<file path="config.mk">
export PLATFORM = sky130hd
export DESIGN_NAME = mcr_monitor_readout
export DESIGN_NICKNAME = d
export VERILOG_FILES = /design/src/include/mcr_pkg.sv /design/src/hdl/mcr_monitor_readout.sv
export SDC_FILE = /design/constraint.sdc
export NUM_CORES = 1
export LEC_CHECK = 0
export BUFFER_PORTS_ARGS = -buffer_cell sky130_fd_sc_hd__buf_2
export CELL_PAD_IN_SITES_DETAIL_PLACEMENT = 1
export CELL_PAD_IN_SITES_GLOBAL_PLACEMENT = 1
export CORE_ASPECT_RATIO = 0.75
export CORE_UTILIZATION = 51
export DETAILED_ROUTE_END_ITERATION = 8
export PLACE_DENSITY = 0.78
export RECOVER_POWER = 25
export SYNTH_ARGS = -nofsm -noshare
export SYNTH_HDL_FRONTEND = slang
export SYNTH_SLANG_ARGS = --single-unit
</file>
<file path="constraint.sdc">
create_clock -name ref_clk -period 4.38 [get_ports ref_clk]
set_input_delay 0.657 -clock ref_clk [delete_from_list [all_inputs] [get_ports ref_clk]]
set_output_delay 0.657 -clock ref_clk [all_outputs]
set_load 0.02 [all_outputs]
</file>
<file path="src/include/mcr_pkg.sv">
package mcr_pkg;

  // ****************************************
  // Timing
  // ****************************************
  localparam int CLK_HZ            = 25_000_000;
  localparam int FRAME_TYP_MS      = 47;
  localparam int FRAME_MAX_MS      = 60;
  localparam int FRAME_TYP_CYCLES  = (CLK_HZ / 1000) * FRAME_TYP_MS;
  localparam int FRAME_MAX_CYCLES  = (CLK_HZ / 1000) * FRAME_MAX_MS;
  localparam int MCR_SLOT_W        = 21;

  // ****************************************
  // Channels and result format
  // ****************************************
  localparam int MCR_NUM_CH        = 5;
  localparam int MCR_NUM_LIM       = 4;
  localparam int MCR_RAW_W         = 13;
  localparam int MCR_RES_W         = 16;
  localparam int MCR_PAD_W         = 3;
  localparam logic [2:0] MCR_CH_TEMP = 3'h0;
  localparam logic [2:0] MCR_CH_LAST = 3'h4;

  // Limit index within a channel block
  localparam logic [1:0] MCR_LIM_ALARM_HI = 2'h0;
  localparam logic [1:0] MCR_LIM_ALARM_LO = 2'h1;
  localparam logic [1:0] MCR_LIM_WARN_HI  = 2'h2;
  localparam logic [1:0] MCR_LIM_WARN_LO  = 2'h3;

  // ****************************************
  // Register map
  // ****************************************
  localparam int MCR_ADDR_W = 8;
  localparam logic [7:0] MCR_CTRL_OFS    = 8'h00;
  localparam logic [7:0] MCR_DONE_OFS    = 8'h04;
  localparam logic [7:0] MCR_ALARM_OFS   = 8'h08;
  localparam logic [7:0] MCR_WARN_OFS    = 8'h0c;
  localparam logic [7:0] MCR_INT_EN_OFS  = 8'h10;
  localparam logic [7:0] MCR_STATUS_OFS  = 8'h14;
  localparam logic [7:0] MCR_RESULT_OFS  = 8'h20;
  localparam logic [7:0] MCR_RESULT_END  = 8'h34;
  localparam logic [7:0] MCR_LIMIT_OFS   = 8'h40;
  localparam logic [7:0] MCR_LIMIT_END   = 8'h90;

  // Reset values
  localparam logic       MCR_RUN_RST     = 1'b1;
  localparam logic [4:0] MCR_INT_EN_RST  = 5'h00;
  localparam logic [15:0] MCR_LIMIT_RST  = 16'h0000;

  // ****************************************
  // Carriers
  // ****************************************
  typedef struct packed {
    logic        wr;
    logic        rd;
    logic [7:0]  addr;
    logic [31:0] wdata;
  } mcr_bus_req_type;

  typedef struct packed {
    logic       valid;
    logic [2:0] ch;
  } mcr_conv_req_type;

  typedef struct packed {
    logic        valid;
    logic [12:0] data;
  } mcr_conv_res_type;

endpackage

</file>
<file path="src/hdl/mcr_monitor_readout.sv">
// Function
// - Finished conversion sets that channel's sticky done bit.
// - Each channel has high and low alarm flags and warning flags.
// - Per-channel enable lets an alarm limit violation raise the fault signal.
// - Two buffers copy input pin levels to open-drain output pins.
// - First open-drain output asserts when enabled results exceed alarm limits.
// - Results are 16-bit words with significant bits left-justified.
// - Three least significant result bits always read zero.
// - Channels convert in a fixed rotation, each once per frame.
// - All results compared automatically; flags set within one conversion.
// - Voltage results unsigned, temperature result two's complement.
// - Full scale FFF8 for voltages, 7FF8/8000 for temperature.
// - Step weight 100 uV supply, 38.147 uV external inputs.
// - Full rotation takes about 47 ms, never more than 60 ms.
//
// Chosen here: the strobed register port and the placing of the registers.
module mcr_monitor_readout
  import mcr_pkg::*;
#(
  parameter int FRAME_CYCLES = FRAME_TYP_CYCLES
) (
  input  wire logic             ref_clk,
  input  wire logic             arst_n,
  input  wire mcr_bus_req_type  bus_req,
  output logic [31:0]           bus_rdata,
  output mcr_conv_req_type      conv_req,
  input  wire mcr_conv_res_type conv_res,
  input  wire logic             buffer_in_a,
  input  wire logic             buffer_in_b,
  output logic                  fault_drain_out_a_o,
  output logic                  fault_drain_out_a_oe,
  output logic                  fault_drain_out_b_o,
  output logic                  fault_drain_out_b_oe
);

  // ****************************************
  // Timing derived from the frame
  // ****************************************
  // Five equal slots per frame keep each channel's refresh period exact
  localparam int SLOT_CYCLES = FRAME_CYCLES / MCR_NUM_CH;
  localparam logic [MCR_SLOT_W-1:0] SLOT_LAST = MCR_SLOT_W'(SLOT_CYCLES - 1);

  // ****************************************
  // State
  // ****************************************
  typedef struct packed {
    logic                             run;
    logic [MCR_SLOT_W-1:0]            slot_cnt;
    logic [2:0]                       next_ch;
    logic [2:0]                       busy_ch;
    logic                             req;
    logic [4:0]                       done;
    logic [4:0]                       al_hi;
    logic [4:0]                       al_lo;
    logic [4:0]                       wn_hi;
    logic [4:0]                       wn_lo;
    logic [4:0]                       int_en;
    logic [4:0][15:0]                 result;
    logic [4:0][3:0][15:0]            limit;
    logic [1:0]                       sync_a;
    logic [1:0]                       sync_b;
    logic                             lvl_a;
    logic                             lvl_b;
    logic [31:0]                      rdata;
  } mcr_state_type;

  mcr_state_type q;
  mcr_state_type d;

  // Signed compare for temperature, unsigned for the voltages
  function automatic logic mcr_above(input logic [15:0] a,
                                     input logic [15:0] b,
                                     input logic        sgn);
    logic res;
    res = sgn ? ($signed(a) > $signed(b)) : (a > b);
    return res;
  endfunction

  logic [15:0] new_res;
  logic        new_sgn;
  logic [7:0]  lim_idx;
  logic [7:0]  res_idx;
  logic [2:0]  acc_ch;
  logic [2:0]  res_ch;
  logic [1:0]  acc_k;
  logic        viol;

  always_comb begin
    d = q;
    d.req = 1'b0;
    lim_idx = bus_req.addr - MCR_LIMIT_OFS;
    res_idx = bus_req.addr - MCR_RESULT_OFS;
    acc_ch = lim_idx[6:4];
    acc_k = lim_idx[3:2];
    res_ch = res_idx[4:2];
    // Padding forces the low bits to zero and left-justifies the code
    new_res = {conv_res.data, {MCR_PAD_W{1'b0}}};
    new_sgn = (q.busy_ch == MCR_CH_TEMP);

    // ****************************************
    // Pin synchronisers and buffers
    // ****************************************
    d.sync_a = {q.sync_a[0], buffer_in_a};
    d.sync_b = {q.sync_b[0], buffer_in_b};
    viol = |(q.int_en & (q.al_hi | q.al_lo));
    d.lvl_a = q.sync_a[1] | viol;
    d.lvl_b = q.sync_b[1];

    // ****************************************
    // Rotation scheduler
    // ****************************************
    if (q.run) begin
      if (q.slot_cnt == SLOT_LAST) begin
        d.slot_cnt = '0;
        d.req = 1'b1;
        d.busy_ch = q.next_ch;
        d.next_ch = (q.next_ch == MCR_CH_LAST) ? 3'h0 : q.next_ch + 3'h1;
      end else begin
        d.slot_cnt = q.slot_cnt + 1'b1;
      end
    end else begin
      d.slot_cnt = '0;
    end

    // ****************************************
    // Register writes
    // ****************************************
    if (bus_req.wr) begin
      if (bus_req.addr == MCR_CTRL_OFS) begin
        d.run = bus_req.wdata[0];
      end else if (bus_req.addr == MCR_DONE_OFS) begin
        d.done = q.done & ~bus_req.wdata[4:0];
      end else if (bus_req.addr == MCR_INT_EN_OFS) begin
        d.int_en = bus_req.wdata[4:0];
      end else if (bus_req.addr >= MCR_LIMIT_OFS && bus_req.addr < MCR_LIMIT_END) begin
        d.limit[acc_ch][acc_k] = bus_req.wdata[15:0];
      end
    end

    // ****************************************
    // Conversion result and compare
    // ****************************************
    // Applied after the write so a new done bit beats a same-cycle clear
    if (conv_res.valid) begin
      d.result[q.busy_ch] = new_res;
      d.done[q.busy_ch] = 1'b1;
      d.al_hi[q.busy_ch] = mcr_above(new_res,
        q.limit[q.busy_ch][MCR_LIM_ALARM_HI], new_sgn);
      d.al_lo[q.busy_ch] = mcr_above(q.limit[q.busy_ch][MCR_LIM_ALARM_LO],
        new_res, new_sgn);
      d.wn_hi[q.busy_ch] = mcr_above(new_res,
        q.limit[q.busy_ch][MCR_LIM_WARN_HI], new_sgn);
      d.wn_lo[q.busy_ch] = mcr_above(q.limit[q.busy_ch][MCR_LIM_WARN_LO],
        new_res, new_sgn);
    end

    // ****************************************
    // Register reads
    // ****************************************
    if (bus_req.rd) begin
      if (bus_req.addr == MCR_CTRL_OFS) begin
        d.rdata = {31'h0, q.run};
      end else if (bus_req.addr == MCR_DONE_OFS) begin
        d.rdata = {27'h0, q.done};
      end else if (bus_req.addr == MCR_ALARM_OFS) begin
        d.rdata = {22'h0, q.al_lo, q.al_hi};
      end else if (bus_req.addr == MCR_WARN_OFS) begin
        d.rdata = {22'h0, q.wn_lo, q.wn_hi};
      end else if (bus_req.addr == MCR_INT_EN_OFS) begin
        d.rdata = {27'h0, q.int_en};
      end else if (bus_req.addr == MCR_STATUS_OFS) begin
        d.rdata = {24'h0, 1'b0, q.next_ch, 1'b0, viol, q.lvl_b, q.lvl_a};
      end else if (bus_req.addr >= MCR_RESULT_OFS && bus_req.addr < MCR_RESULT_END) begin
        d.rdata = {16'h0, q.result[res_ch]};
      end else if (bus_req.addr >= MCR_LIMIT_OFS && bus_req.addr < MCR_LIMIT_END) begin
        d.rdata = {16'h0, q.limit[acc_ch][acc_k]};
      end else begin
        d.rdata = 32'h0000_0000;
      end
    end
  end

  always_ff @(posedge ref_clk or negedge arst_n) begin
    if (!arst_n) begin
      q <= '0;
      q.run <= MCR_RUN_RST;
      q.int_en <= MCR_INT_EN_RST;
      q.limit <= {(MCR_NUM_CH * MCR_NUM_LIM){MCR_LIMIT_RST}};
      // Released pins read high so the outputs stay off through reset
      q.sync_a <= 2'h3;
      q.sync_b <= 2'h3;
      q.lvl_a <= 1'b1;
      q.lvl_b <= 1'b1;
    end else begin
      q <= d;
    end
  end

  // ****************************************
  // Outputs
  // ****************************************
  // Open drain: a high level is shown by releasing the pin
  assign bus_rdata = q.rdata;
  assign conv_req = '{valid: q.req, ch: q.busy_ch};
  assign fault_drain_out_a_o = 1'b0;
  assign fault_drain_out_a_oe = ~q.lvl_a;
  assign fault_drain_out_b_o = 1'b0;
  assign fault_drain_out_b_oe = ~q.lvl_b;

endmodule

</file>
==> results by group <==
Layout
  – Share of layout cells above drive strength 1: ~29%
  – Highest-count cells in the layout ignoring fill and taps: 456 x dfrtp_1, 335 x mux2_2, 163 x mux2i_1
  – Synthesis-to-finish area growth: 9.39%
  – Post-Layout Cell Count: 2833
  – Commonest non-fill, non-tap cell in the layout: dfrtp_1
  – Fin nets: 2265

CTS
  – CTS buffer count: 48
  – Post-CTS sizing: 0
  – # Post-CTS Setup Buffers: 0
  – Clock Sink Count: 466
  – Clock-pin slew on the worst setup and hold paths: 0.07 ns
  – H-tree depth: 2
  – CTS tree: built
  – Hold_buf cts: 0
  – CTS Buffer Depth: 3
  – Latest clock arrival within the worst-skew pair: roughly 0.6 ns
  – Clk root buf: clkbuf_16

Timing
  – Final hold violations: 0
  – Final setup fails: 0
  – Final Max Slew Viols: 105
  – Period utilization: about 85%
  – Final min period: around 3.7 ns
  – Skew final: 0.0207 ns
  – Worst slew margin: -102%
  – Worst-Margin Slew: 3.03 ns
  – RSZ-0062 raised after global routing: false
  – Post-Route Setup TNS: 0 ns
  – F_max: 0.269 GHz

Floorplan
  – Chip Height: between 150 and 200 um
  – Area of the die: roughly 50000 sq um
  – Top Ports: 100
  – CORE AREA: between 40000 and 50000 sq um
  – DIE WIDTH: 258 um
  – Initial Util: 51.7%
  – Num rows: 70

Yosys
  – Synth Warn #: 0
  – Yosys top cell area share: 45.7%
  – Synth Flop Type: dfrtp_1
  – Number of flops mapped to enable cells by yosys: 0
  – Top cells by area, synth: dfrtp_1 46%, mux2_2 15%, mux2i_1 6.5%, mux4_2 5.8%, ha_1 2.7%
  – Mapped Area: 25200 sq um
  – Yosys cell types: 76
  – Async SR Flop Fraction: 100%
  – Synthesized flop and latch total: 466
  – Post-Synthesis Cells: between 2000 and 2500
  – Synthesized area per cell: between 10 and 15 sq um
  – Post-synth top area cell: dfrtp_1
  – Sequential area share after synthesis: ~46%

GRT
  – Number of global-route vias before repair: 20000
  – Tot GR Track Use: about a third
  – Grt met3 use: 8.11%
  – Most Crowded Layer GR: met2
  – First-pass GRT wire length: 128 mm
  – GR Overflow Total: 0
  – Met1 Usage GRT: a little under half
  – Initial antenna violation count: 5
  – Largest net degree at the start of global routing: 108
  – Met2 GRT Util: 51.8%

Pwr
  – Peak VDD IR: 314 uV
  – Power, Total: 10.4 mW
  – PwrDens: 378 nW/um^2
  – Static Leak: 12.4 nW

Worst setup path
  – CP max FO: 25
  – WP data arrival: 4.19 ns
  – CP Buf/Inv Count: 1
  – CP Cell Sequence: nor2b_4 -> buf_4 -> a21oi_1 -> o22a_1 -> ha_1 -> nand3_1 -> nor3_1 -> o21ai_0 -> and3_1 -> o31ai_1
  – CP required: 4.85 ns
  – Largest stage delay, worst path: 0.72 ns
  – R2r startpoint: conv_req[0]$_DFFE_PN0P_
  – Slowest-stage cell, CP: dfrtp_4
  – Crit. End Element: flop
  – CP top delay family: simple AND/OR/NAND/NOR gates
  – Startpoint types: flop
  – Type of the worst setup path: flop to flop
  – Worst setup startpoint: conv_req[0]$_DFFE_PN0P_

Routing
  – Via count: 18900
  – DRC: 0
  – Detailed Route WL: 83.5 mm
  – 1st-iter DRT viols: 1528
  – Vias per cell: 6.68
  – First-pass iteration count of the detailed router: 5
  – Post-DRT Antenna Nets: 0
  – Avg WL per Cell: 29.5 um

Placed design
  – DP Cell Count: 2748
  – GPL Wtd Cong: 0.888
  – IO buf count: 65
  – Hpwl dp: ~55 mm

Flow run
  – MaxCap Viol Count: 1

Min path
  – HP Class: input port to flop
  – Hold path start: buffer_in_a

Status
  – Outcome: finished with violations
  – Failing checks: capacitance limit, slew limit
-- stage by stage --
stage / util [%] / hold slack, ns / worst slack, ns / area [sq um]
after global placement: 53.4 / 0.346 / 0.877 / 26000
after detailed placement: 53.4 / 0.348 / 0.755 / 26000
after CTS: 56.5 / 0.154 / 0.730 / 27500
after global routing: 56.5 / 0.162 / 0.322 / 27500
after floorplan: - / 0.345 / 0.957 / 25200
final: 56.5 / 0.174 / 0.660 / 27500
-- cell usage after synthesis (all sizes together), types with 7 or more instances --
master,instances
a211oi,15
a21o,9
a21oi,93
a221oi,17
a22oi,12
and3,24
buf,105
clkbuf,104
dfrtp,459
dfstp,7
ha,55
inv,30
mux2,335
mux2i,163
mux4,65
nand2,153
nand2b,8
nand3,25
nand4,13
nor2,108
nor2b,10
nor3,20
nor4,12
nor4b,9
o21ai,105
o22a,28
o22ai,53
o311ai,10
o31ai,13
or3,7
xnor2,8
xor2,9
-- registers in the layout, indices dropped and copies added (netlist names) --
name	count
q	443
bus_rdata	16
conv_req	4
d	3
-- layout make-up --
class,instances,area [sq um]
fill,4994,21200
multi-input combinational,1479,12400
sequential,466,11700
clock buffer,72,1440
timing repair buffer,124,923
tap,648,811
inverter,31,116
clock inverter,12,95.1
antenna,1,2.50
-- report_power, final --
part           leakage, nW  switching (mW)  internal, mW  total (mW)
sequential            6.30           0.277          4.63        4.91
clock                0.751            1.78          2.32        4.11
combinational         5.38           0.773         0.613        1.39
total                 12.4            2.83          7.56        10.4
-- metal layers --
| layer | share of wire, % | up-vias |
|---|---|---|
| met5 | 0.013 | - |
| met3 | 8.9 | 188 |
| li1 | - | 7966 |
| met2 | 45 | 802 |
| met4 | 3.1 | 2 |
| met1 | 43 | 9980 |
-- worst paths after layout --
kind | to | slack, ns | cells past startpoint
worst min register to register | d[32]$_DFF_PN1_ | 0.36 | 0
min in group asynchronous | q[487]$_DFF_PN0_ | 1.05 | 1
worst max register to register | q[448]$_DFFE_PN0P_ | 0.66 | 10
max in group asynchronous | q[162]$_DFFE_PN0P_ | 0.84 | 2
worst max-delay path | q[448]$_DFFE_PN0P_ | 0.66 | 10
worst min-delay path | d[37]$_DFF_PN1_ | 0.17 | 1
-- logic make-up (layout without fill, tap and decap cells) --
family	Yosys count	count (layout)	synth area share [%]
AOI/OAI and AO/OA	413	413	10.6
other	1	19	0.0149
DFF	466	466	46.4
muxes	563	563	27.3
adders and majority gates	55	55	2.74
and+or+nand+nor	413	413	7.89
xor gates and xnor gates	17	17	0.592
buffers and inverters	240	239	4.46
No activity file was read; power rests on OpenSTA's default activity.
